File: src/inc/rps_pkg.sv
// package for the ring port statistics block: map, field codes, timing
package rps_pkg;

  // ------------------------------------------------------------
  // widths
  // ------------------------------------------------------------
  localparam int unsigned CNT_W   = 32;   // every counter width
  localparam int unsigned ADDR_W  = 8;    // register word address width
  localparam int unsigned NCLS    = 5;    // destination classes
  localparam int unsigned NOUT    = 5;    // forwarding outcomes
  localparam int unsigned NRXCAT  = 25;   // class x outcome pairs

  // ------------------------------------------------------------
  // register word addresses
  // ------------------------------------------------------------
  localparam logic [7:0] A_RX_CAT0     = 8'h00; // 0x00..0x18 rx categories
  localparam logic [7:0] A_TX_CAT0     = 8'h20; // 0x20..0x24 tx categories
  localparam logic [7:0] A_RX_FWD_B    = 8'h30;
  localparam logic [7:0] A_RX_FLT_B    = 8'h31;
  localparam logic [7:0] A_RX_SIZE     = 8'h32;
  localparam logic [7:0] A_RX_FCS      = 8'h33;
  localparam logic [7:0] A_TX_CONG     = 8'h34;
  localparam logic [7:0] A_TX_STORM    = 8'h35;
  localparam logic [7:0] A_TX_DEST     = 8'h36;
  localparam logic [7:0] A_TX_OVSZ     = 8'h37;
  localparam logic [7:0] A_RX_STARVE   = 8'h38;
  localparam logic [7:0] A_TX_TOTAL    = 8'h39;
  localparam logic [7:0] A_RX_TOTAL    = 8'h3A;
  localparam logic [7:0] A_BUFFERS     = 8'h3B;
  localparam logic [7:0] A_STATUS      = 8'h3C;
  localparam logic [7:0] A_CONTROL     = 8'h3D;

  // ------------------------------------------------------------
  // status word fields and reset values
  // ------------------------------------------------------------
  localparam int unsigned ST_RING_LSB  = 0;  // [1:0] ring state
  localparam int unsigned ST_SPAN_LSB  = 4;  // [6:4] spanning tree
  localparam int unsigned ST_RSTAT_LSB = 8;  // [11:8] ring status
  localparam logic [1:0]  CTRL_RST     = 2'h0; // bit0 speed16, bit1 processor_ready_led ready
  localparam int unsigned CTRL_SPEED   = 0;
  localparam int unsigned CTRL_PROCESSOR_READY_LED    = 1;
  localparam logic [31:0] UNMAPPED_RD  = 32'h0000_0000;

  // ------------------------------------------------------------
  // indicator timing
  // ------------------------------------------------------------
  localparam int unsigned CLK_MHZ      = 100;
  localparam int unsigned FLASH_MS     = 50;  // indicator hold per activity; led lit for the first half
  localparam int unsigned FLASH_CYC    = FLASH_MS * 1000 * CLK_MHZ;

  // ------------------------------------------------------------
  // enumerations
  // ------------------------------------------------------------
  typedef enum logic [2:0] {
    DST_MGMT_UC, DST_MGMT_MC, DST_KNOWN, DST_UNK_UC, DST_UNK_MC
  } rps_dst_t;

  typedef enum logic [2:0] {
    OUT_FWD, OUT_LOCAL, OUT_BLOCKED, OUT_SRC, OUT_DST
  } rps_out_t;

  typedef enum logic [1:0] {
    RING_OPENED, RING_CLOSED, RING_FAILURE
  } rps_ring_t;

  typedef enum logic [2:0] {
    SPAN_BLOCKING, SPAN_LISTENING, SPAN_LEARNING, SPAN_FORWARDING,
    SPAN_BROKEN, SPAN_DISABLED
  } rps_span_t;

  typedef enum logic [3:0] {
    RS_NO_PROBLEMS, RS_RECOVERY, RS_SINGLE, RS_AUTO_REMOVAL, RS_LOBE_FAULT,
    RS_SOFT_ERR, RS_HARD_ERR, RS_TX_BEACON, RS_SIGNAL_LOSS, RS_REMOVE_RCVD
  } rps_rstat_t;

  // ------------------------------------------------------------
  // event carriers
  // ------------------------------------------------------------
  typedef struct packed {
    logic             valid;   // one-cycle pulse: packet done
    logic             good;    // no reception error
    logic             hw_local; // dropped by local hardware filter
    rps_dst_t         dst;
    rps_out_t         outcome;
    logic [15:0]      bytes;   // character count
  } rps_rx_evt_t;

  typedef struct packed {
    logic             valid;   // one-cycle pulse: packet sent
    rps_dst_t         dst;
  } rps_tx_evt_t;

  typedef struct packed {
    logic size_err;
    logic fcs_err;
    logic starve;
    logic congest;
    logic storm;
    logic dest_flt;
    logic oversize;
  } rps_drop_t;

endpackage

File: src/hdl/rps_port_stats.sv
// ring port statistics: counters, status words and front panel indicators
`timescale 1ns/1ps
// What this block does
// one rx counter per class-outcome pair
// five destination address classes
// five forwarding outcome classes
// sum bytes of forwarded rx packets
// sum bytes of filtered rx packets
// count rx discards for bad length
// count rx discards for checksum failure
// five 32-bit tx counters by class
// count tx drops from congestion
// count tx drops from storm protection
// count tx drops from destination filter
// count tx drops for oversize
// tx total includes errored transmissions
// rx total counts only good packets
// count starvation drops, report buffer count
// clear all counters on reset/restart
// read-only ring state, three values
// read-only spanning tree state, forwarding passes
// read-only ring status code
// flash rx and tx indicators on activity
// ring led lit while inserted
// speed led lit at higher rate
// counters 32 bits, wrap silently
module rps_port_stats #(
  parameter int unsigned FLASH_CYCLES = rps_pkg::FLASH_CYC
) (
  input  wire logic                     clk_i,
  input  wire logic                     srst_i,
  input  wire logic                     restart_i,
  input  wire rps_pkg::rps_rx_evt_t     rx_evt_i,
  input  wire rps_pkg::rps_tx_evt_t     tx_evt_i,
  input  wire logic                     tx_err_i,
  input  wire rps_pkg::rps_drop_t       drop_i,
  input  wire logic [15:0]              buffers_i,
  input  wire rps_pkg::rps_ring_t       ring_state_i,
  input  wire rps_pkg::rps_span_t       span_state_i,
  input  wire rps_pkg::rps_rstat_t      ring_status_i,
  input  wire logic                     inserted_i,
  input  wire logic [7:0]               addr_i,
  input  wire logic [31:0]              wdata_i,
  input  wire logic                     wr_i,
  input  wire logic                     rd_i,
  output logic [31:0]                   rdata_o,
  output logic                          span_pass_o,
  output logic                          rx_led_o,
  output logic                          tx_led_o,
  output logic                          ring_inserted_led_o,
  output logic                          speed_led_o,
  output logic                          processor_ready_led_o
);

  // ------------------------------------------------------------
  // elaboration checks
  // ------------------------------------------------------------
  if (FLASH_CYCLES < 2 || FLASH_CYCLES > 32'hFFFF_FFFF) begin : g_chk
    $error("FLASH_CYCLES out of range");
  end

  // ------------------------------------------------------------
  // storage
  // ------------------------------------------------------------
  logic [31:0] rx_category_count [rps_pkg::NRXCAT]; // class x outcome
  logic [31:0] tx_category_count [rps_pkg::NCLS];   // per class
  logic [31:0] rx_forwarded_bytes;
  logic [31:0] rx_filtered_bytes;
  logic [31:0] rx_size_discards;
  logic [31:0] rx_checksum_discards;
  logic [31:0] tx_congestion_drops;
  logic [31:0] tx_storm_drops;
  logic [31:0] tx_dest_filter_drops;
  logic [31:0] tx_oversize_drops;
  logic [31:0] rx_buffer_starvation_drops;
  logic [31:0] tx_total;          // sent plus errored
  logic [31:0] rx_total;          // good packets only
  logic [1:0]  control;           // speed and processor ready
  logic [31:0] rx_flash_cnt;      // rx indicator hold
  logic [31:0] tx_flash_cnt;      // tx indicator hold
  logic        clr;               // counter clear
  logic [4:0]  rx_idx;            // category index
  logic        rx_counted;        // valid rx packet to count

  // counters clear on reset and on port restart
  assign clr = srst_i | restart_i;

  // ------------------------------------------------------------
  // classification
  // ------------------------------------------------------------
  // five classes
  // five outcomes
  assign rx_idx = 5'(int'(rx_evt_i.dst) * rps_pkg::NOUT + int'(rx_evt_i.outcome));
  // rx packets with errors or hardware-filtered never reach the tables
  assign rx_counted = rx_evt_i.valid & rx_evt_i.good & ~rx_evt_i.hw_local
                      & (rx_evt_i.dst <= rps_pkg::DST_UNK_MC)
                      & (rx_evt_i.outcome <= rps_pkg::OUT_DST);

  // ------------------------------------------------------------
  // rx category table
  // ------------------------------------------------------------
  // pairwise counters
  // clear on restart
  // wrap on overflow
  always_ff @(posedge clk_i) begin
    if (clr) begin
      for (int i = 0; i < rps_pkg::NRXCAT; i++) begin
        rx_category_count[i] <= '0;
      end
    end else if (rx_counted) begin
      rx_category_count[rx_idx] <= rx_category_count[rx_idx] + 32'h0000_0001;
    end
  end

  // ------------------------------------------------------------
  // rx byte sums and total
  // ------------------------------------------------------------
  always_ff @(posedge clk_i) begin
    if (clr) begin
      rx_forwarded_bytes <= '0;
      rx_filtered_bytes  <= '0;
      rx_total           <= '0;
    end else if (rx_counted) begin
      // good packets only
      rx_total <= rx_total + 32'h0000_0001;
      if (rx_evt_i.outcome == rps_pkg::OUT_FWD) begin
        // forwarded bytes
        rx_forwarded_bytes <= rx_forwarded_bytes + {16'h0000, rx_evt_i.bytes};
      end else begin
        // filtered bytes
        rx_filtered_bytes <= rx_filtered_bytes + {16'h0000, rx_evt_i.bytes};
      end
    end
  end

  // ------------------------------------------------------------
  // rx discard counters
  // ------------------------------------------------------------
  always_ff @(posedge clk_i) begin
    if (clr) begin
      rx_size_discards           <= '0;
      rx_checksum_discards       <= '0;
      rx_buffer_starvation_drops <= '0;
    end else begin
      // length discards
      if (drop_i.size_err) begin
        rx_size_discards <= rx_size_discards + 32'h0000_0001;
      end
      // checksum discards
      if (drop_i.fcs_err) begin
        rx_checksum_discards <= rx_checksum_discards + 32'h0000_0001;
      end
      // buffer starvation
      if (drop_i.starve) begin
        rx_buffer_starvation_drops <= rx_buffer_starvation_drops + 32'h0000_0001;
      end
    end
  end

  // ------------------------------------------------------------
  // tx category table and total
  // ------------------------------------------------------------
  // per-class tx counts
  always_ff @(posedge clk_i) begin
    if (clr) begin
      for (int i = 0; i < rps_pkg::NCLS; i++) begin
        tx_category_count[i] <= '0;
      end
    end else if (tx_evt_i.valid && tx_evt_i.dst <= rps_pkg::DST_UNK_MC) begin
      tx_category_count[tx_evt_i.dst] <= tx_category_count[tx_evt_i.dst]
                                         + 32'h0000_0001;
    end
  end

  // errored sends included
  always_ff @(posedge clk_i) begin
    if (clr) begin
      tx_total <= '0;
    end else if (tx_evt_i.valid || tx_err_i) begin
      tx_total <= tx_total + 32'h0000_0001;
    end
  end

  // ------------------------------------------------------------
  // tx drop counters
  // ------------------------------------------------------------
  always_ff @(posedge clk_i) begin
    if (clr) begin
      tx_congestion_drops  <= '0;
      tx_storm_drops       <= '0;
      tx_dest_filter_drops <= '0;
      tx_oversize_drops    <= '0;
    end else begin
      // congestion
      if (drop_i.congest) begin
        tx_congestion_drops <= tx_congestion_drops + 32'h0000_0001;
      end
      // storm protection
      if (drop_i.storm) begin
        tx_storm_drops <= tx_storm_drops + 32'h0000_0001;
      end
      // destination filter
      if (drop_i.dest_flt) begin
        tx_dest_filter_drops <= tx_dest_filter_drops + 32'h0000_0001;
      end
      // oversize
      if (drop_i.oversize) begin
        tx_oversize_drops <= tx_oversize_drops + 32'h0000_0001;
      end
    end
  end

  // ------------------------------------------------------------
  // control register (software writes)
  // ------------------------------------------------------------
  always_ff @(posedge clk_i) begin
    if (srst_i) begin
      control <= rps_pkg::CTRL_RST;
    end else if (wr_i && addr_i == rps_pkg::A_CONTROL) begin
      control <= wdata_i[1:0];
    end
  end

  // ------------------------------------------------------------
  // register read port, data one cycle after strobe
  // ------------------------------------------------------------
  // ring state
  // spanning state
  // ring status
  always_ff @(posedge clk_i) begin
    if (srst_i) begin
      rdata_o <= '0;
    end else if (rd_i) begin
      if (addr_i < 8'(rps_pkg::NRXCAT)) begin
        rdata_o <= rx_category_count[addr_i[4:0]];
      end else if (addr_i >= rps_pkg::A_TX_CAT0
                   && addr_i < rps_pkg::A_TX_CAT0 + 8'(rps_pkg::NCLS)) begin
        rdata_o <= tx_category_count[3'(addr_i - rps_pkg::A_TX_CAT0)];
      end else if (addr_i == rps_pkg::A_RX_FWD_B) begin
        rdata_o <= rx_forwarded_bytes;
      end else if (addr_i == rps_pkg::A_RX_FLT_B) begin
        rdata_o <= rx_filtered_bytes;
      end else if (addr_i == rps_pkg::A_RX_SIZE) begin
        rdata_o <= rx_size_discards;
      end else if (addr_i == rps_pkg::A_RX_FCS) begin
        rdata_o <= rx_checksum_discards;
      end else if (addr_i == rps_pkg::A_TX_CONG) begin
        rdata_o <= tx_congestion_drops;
      end else if (addr_i == rps_pkg::A_TX_STORM) begin
        rdata_o <= tx_storm_drops;
      end else if (addr_i == rps_pkg::A_TX_DEST) begin
        rdata_o <= tx_dest_filter_drops;
      end else if (addr_i == rps_pkg::A_TX_OVSZ) begin
        rdata_o <= tx_oversize_drops;
      end else if (addr_i == rps_pkg::A_RX_STARVE) begin
        rdata_o <= rx_buffer_starvation_drops;
      end else if (addr_i == rps_pkg::A_TX_TOTAL) begin
        rdata_o <= tx_total;
      end else if (addr_i == rps_pkg::A_RX_TOTAL) begin
        rdata_o <= rx_total;
      end else if (addr_i == rps_pkg::A_BUFFERS) begin
        // buffer count
        rdata_o <= {16'h0000, buffers_i};
      end else if (addr_i == rps_pkg::A_STATUS) begin
        rdata_o <= {20'h00000, ring_status_i, 1'b0, span_state_i, 2'b00, ring_state_i};
      end else if (addr_i == rps_pkg::A_CONTROL) begin
        rdata_o <= {30'h0000_0000, control};
      end else begin
        rdata_o <= rps_pkg::UNMAPPED_RD;
      end
    end else begin
      rdata_o <= '0;
    end
  end

  // ------------------------------------------------------------
  // activity flash timers
  // ------------------------------------------------------------
  // flash on activity
  always_ff @(posedge clk_i) begin
    if (srst_i) begin
      rx_flash_cnt <= '0;
      tx_flash_cnt <= '0;
    end else begin
      if (rx_evt_i.valid) begin
        rx_flash_cnt <= 32'(FLASH_CYCLES);
      end else if (rx_flash_cnt != 32'h0000_0000) begin
        rx_flash_cnt <= rx_flash_cnt - 32'h0000_0001;
      end
      if (tx_evt_i.valid || tx_err_i) begin
        tx_flash_cnt <= 32'(FLASH_CYCLES);
      end else if (tx_flash_cnt != 32'h0000_0000) begin
        tx_flash_cnt <= tx_flash_cnt - 32'h0000_0001;
      end
    end
  end

  // ------------------------------------------------------------
  // indicator registers
  // ------------------------------------------------------------
  always_ff @(posedge clk_i) begin
    if (srst_i) begin
      rx_led_o              <= 1'b0;
      tx_led_o              <= 1'b0;
      ring_inserted_led_o   <= 1'b0;
      speed_led_o           <= 1'b0;
      processor_ready_led_o <= 1'b0;
      span_pass_o           <= 1'b0;
    end else begin
      // blink: lit during first half of the hold time
      rx_led_o <= rx_flash_cnt > 32'(FLASH_CYCLES / 2);
      tx_led_o <= tx_flash_cnt > 32'(FLASH_CYCLES / 2);
      // inserted indicator
      ring_inserted_led_o   <= inserted_i;
      // speed indicator
      speed_led_o           <= control[rps_pkg::CTRL_SPEED];
      processor_ready_led_o <= control[rps_pkg::CTRL_PROCESSOR_READY_LED];
      // only forwarding passes
      span_pass_o <= (span_state_i == rps_pkg::SPAN_FORWARDING);
    end
  end

endmodule

File: config.mk
export PLATFORM = sky130hd
export DESIGN_NAME = rps_port_stats
export DESIGN_NICKNAME = d
export VERILOG_FILES = /design/src/inc/rps_pkg.sv /design/src/hdl/rps_port_stats.sv
export SDC_FILE = /design/constraint.sdc
export NUM_CORES = 2
export LEC_CHECK = 0
export ABC_AREA = 1
export BUFFER_PORTS_ARGS = -buffer_cell sky130_fd_sc_hd__buf_2
export CAP_MARGIN = 0
export CORE_AREA = 2 2 404 487
export DETAILED_ROUTE_END_ITERATION = 10
export DIE_AREA = 0 0 406 489
export PLACE_DENSITY = 0.69
export SLEW_MARGIN = 20
export SYNTH_ARGS = -nofsm -noshare
export SYNTH_HDL_FRONTEND = slang
export SYNTH_SLANG_ARGS = --single-unit
File: constraint.sdc
create_clock -name clk_i -period 5.4 [get_ports clk_i]
set_input_delay 1.08 -clock clk_i [delete_from_list [all_inputs] [get_ports clk_i]]
set_output_delay 1.08 -clock clk_i [all_outputs]
set_load 0.05 [all_outputs]
==> reports/results.ini <==
[run_status]
status=complete, no violations

[placement]
placed_cell_area_mm2=0.102
place_congestion=1.01
hpwl_um=241000
numPortBuffers=115

[cells_and_area]
fin_area_mm2=0.108
fillers=17699
register_area_mm2=0.0476
drive_above_1_share=0.0934
final_cell_mix=4,116 x nand2_1, 1,280 x edfxtp_1, 1,124 x nor2_1, 1,101 x a21oi_1, 859 x inv_1
multi_input_area_mm2=0.0410
fin_nets=12436
syn_to_final_growth_pct=14.0
final_common_cell=nand2_1

[pwr]
p_int_mw=24.0
power_switching_mw=10.5
p_per_area_mw_per_mm2=321
swShare=0.304
power_mw=34.6
vdd_drop_max_mv=0.277
clkPwrFrac=0.370
p_seq_frac=0.438
combPwrFrac=0.193
total_leakage_power_nw=43.0

[cts]
clk_pin_slew_ns=0.06
cts_buffers=182
post_cts_buffers=0
holdBufCountCts=0
cts_resized=0
clk-insertion-delay-late_ns=0.87
cts_tree=yes
clk_path_buf_depth=3
clock-sinks=1736
htree_levels=4
root_buffer=clkbuf_16

[grt]
grt_overflow=0
first_global_vias=86339
grt_use_total=0.362
antenna_found_initial=20
grt_max_degree=116
grt_pass1_wl_um=536000

[drt]
drtIter0Drc=12795
wl_per_cell_um=24.5
firstDrtPassIters=7
vias_per_cell=6.06
drcViolationCount=0
ant_nets=0
vias=91157
totalWireLength_um=369000

[logic_synthesis]
yosys.area.top_type=edfxtp_1
ys.flop_type=edfxtp_1
yosysSeqAreaShare=0.503
async_flop_share=0
synth_top_area_frac=0.407
syn-cell-area_mm2=0.0945
syn_avg_cell_area_um2=7.86
synthCells=12015
yosysWarningCount=0
yosys-top-cells-area=edfxtp_1 41%, nand2_1 16%, dfxtp_1 9.7%
synth_edf_count=1280
synth.distinct_cells=65
ys_seq_elements=1736

[floorplan]
fp.dieW_um=406
num_io_pins=146
fp.coreArea_mm2=0.194
die_h_um=489
die_area_mm2=0.199
rows=178
start_util=0.486

[worst_setup_path]
cpMaxStageDelayCell=fa_4
critPathRequiredTime_ns=5.94
start_kind=primary input
crit_type=in2reg
endpoint_kind=flop
cp_max_fo=19
cp_num_buf_inv=6
cpLargestDelayFamily=simple AND/OR/NAND/NOR gates
cp_common_cell=nand2_1
max_stage_delay_ns=0.94
cp_data_arrival_time_ns=5.25
cp_cell_sequence=buf_2, ha_1, ha_1, inv_1, fa_4, buf_12, buf_12, nand2_1, nand2_1, nand2_1, nand2_1, nand2_1, nand2_1, nand2_1, nor2_1, nand2_1, nor2_1, buf_4, nand2_1, nand2_1, buf_4, nand2_1

[worst_hold_path]
min_path_type=in2reg

[sta]
slew_violations=0
grt_setup_unrepaired=false
fin_crit_ns=4.71
slew_headroom=0.228
setup-tns-final_ns=0
post-route-period-util=0.872
hold_viol=0
whs_ns=0.417
final-setup-viol-count=0
worst_pin_slew_ns=1.14
fmax_mhz=212
clock_skew_ns=0.0400

[run]
drv_cap=0

[cell type report]
class / count / share of cell area
Multi-Input combinational cell: 8760 / 0.381
Tap cell: 2610 / 0.0303
Antenna cell: 5 / 0.000116
Sequential cell: 1736 / 0.442
Clock buffer: 233 / 0.0464
Timing Repair Buffer: 686 / 0.0591
Inverter: 906 / 0.0320
Clock inverter: 102 / 0.00936
[power by group through the flow]
| stage | registers (mW) | logic, mW | clock network (mW) |
|---|---|---|---|
| 2_1_floorplan | 15.4 | 3.39 | 0 |
| 3_3_place_gp | 15.4 | 6.32 | 0 |
| 3_5_place_dp | 15.4 | 6.39 | 0 |
| 4_1_cts | 15.1 | 6.42 | 12.8 |
| 5_1_grt | 15.2 | 6.96 | 13.3 |
| 6_report | 15.1 | 6.66 | 12.8 |
[final timing paths]
check                                                                 start                                          end  slack (ns)  cells past startpoint
worst max register to register           rx_forwarded_bytes[0]$_SDFFE_PP0P_          rx_forwarded_bytes[26]$_SDFFE_PP0P_        2.27                     11
worst max-delay path                                           rx_evt_i[19]          rx_category_count[26][25]$_DFFE_PP_        0.69                     22
worst min-delay path                                        span_state_i[2]                       span_pass_o$_SDFF_PP0_        0.42                      2
worst min register to register  rx_buffer_starvation_drops[31]$_SDFFE_PP0P_  rx_buffer_starvation_drops[31]$_SDFFE_PP0P_        0.46                      2
[state kept, by name (all words and copies together), names as in the netlist, 2 cells and up]
register,cells
control,2
rdata_o,32
rx_buffer_starvation_drops,32
rx_category_count,1024
rx_checksum_discards,32
rx_filtered_bytes,32
rx_flash_cnt,32
rx_forwarded_bytes,32
rx_size_discards,32
rx_total,32
tx_category_count,256
tx_congestion_drops,32
tx_dest_filter_drops,32
tx_flash_cnt,32
tx_oversize_drops,32
tx_storm_drops,32
tx_total,32
[routing by layer]
metal,GRT usage,vias to the layer above,share of wire
met3,0.0870,1529,0.12
met4,0.234,18,0.073
li1,-,40946,-
met2,0.579,6286,0.45
met5,0,-,0.00031
met1,0.436,42378,0.35
[cells by family (layout without fill, tap and decap cells)]
group | Yosys count | after routing | synth area share
AO/OA/AOI/OAI | 2340 | 2340 | 0.147
adder cells (fa/ha/maj) | 56 | 56 | 0.00765
other | 1 | 101 | 0.0000397
buffers and inverters | 1614 | 1927 | 0.0692
flip-flops | 1736 | 1736 | 0.503
XOR/XNOR | 106 | 106 | 0.0101
AND/OR/NAND/NOR | 6162 | 6162 | 0.262
[synth_stat cells (all sizes together) (39+ instances only)]
cell type	instances
nand2	4169
edfxtp	1280
nor2	1167
a21oi	1119
inv	894
dfxtp	456
o21ai	409
a22oi	404
clkbuf	393
buf	315
nand3	309
nor3	246
nand4	159
o22ai	92
a221oi	81
xor2	67
a31oi	55
nor4	55
ha	53
o2111ai	43
xnor2	39
[through the flow]
stage	instances	utilization	setup slack (ns)
after global routing	15035	0.554	0.582
after detailed placement	14698	0.523	-0.0605
after floorplan	12110	-	0.189
final	15038	0.554	0.693
after global placement	14698	0.523	-0.0158
after CTS	15033	0.554	0.825
Note: power is estimated with default switching activity, not from simulation.
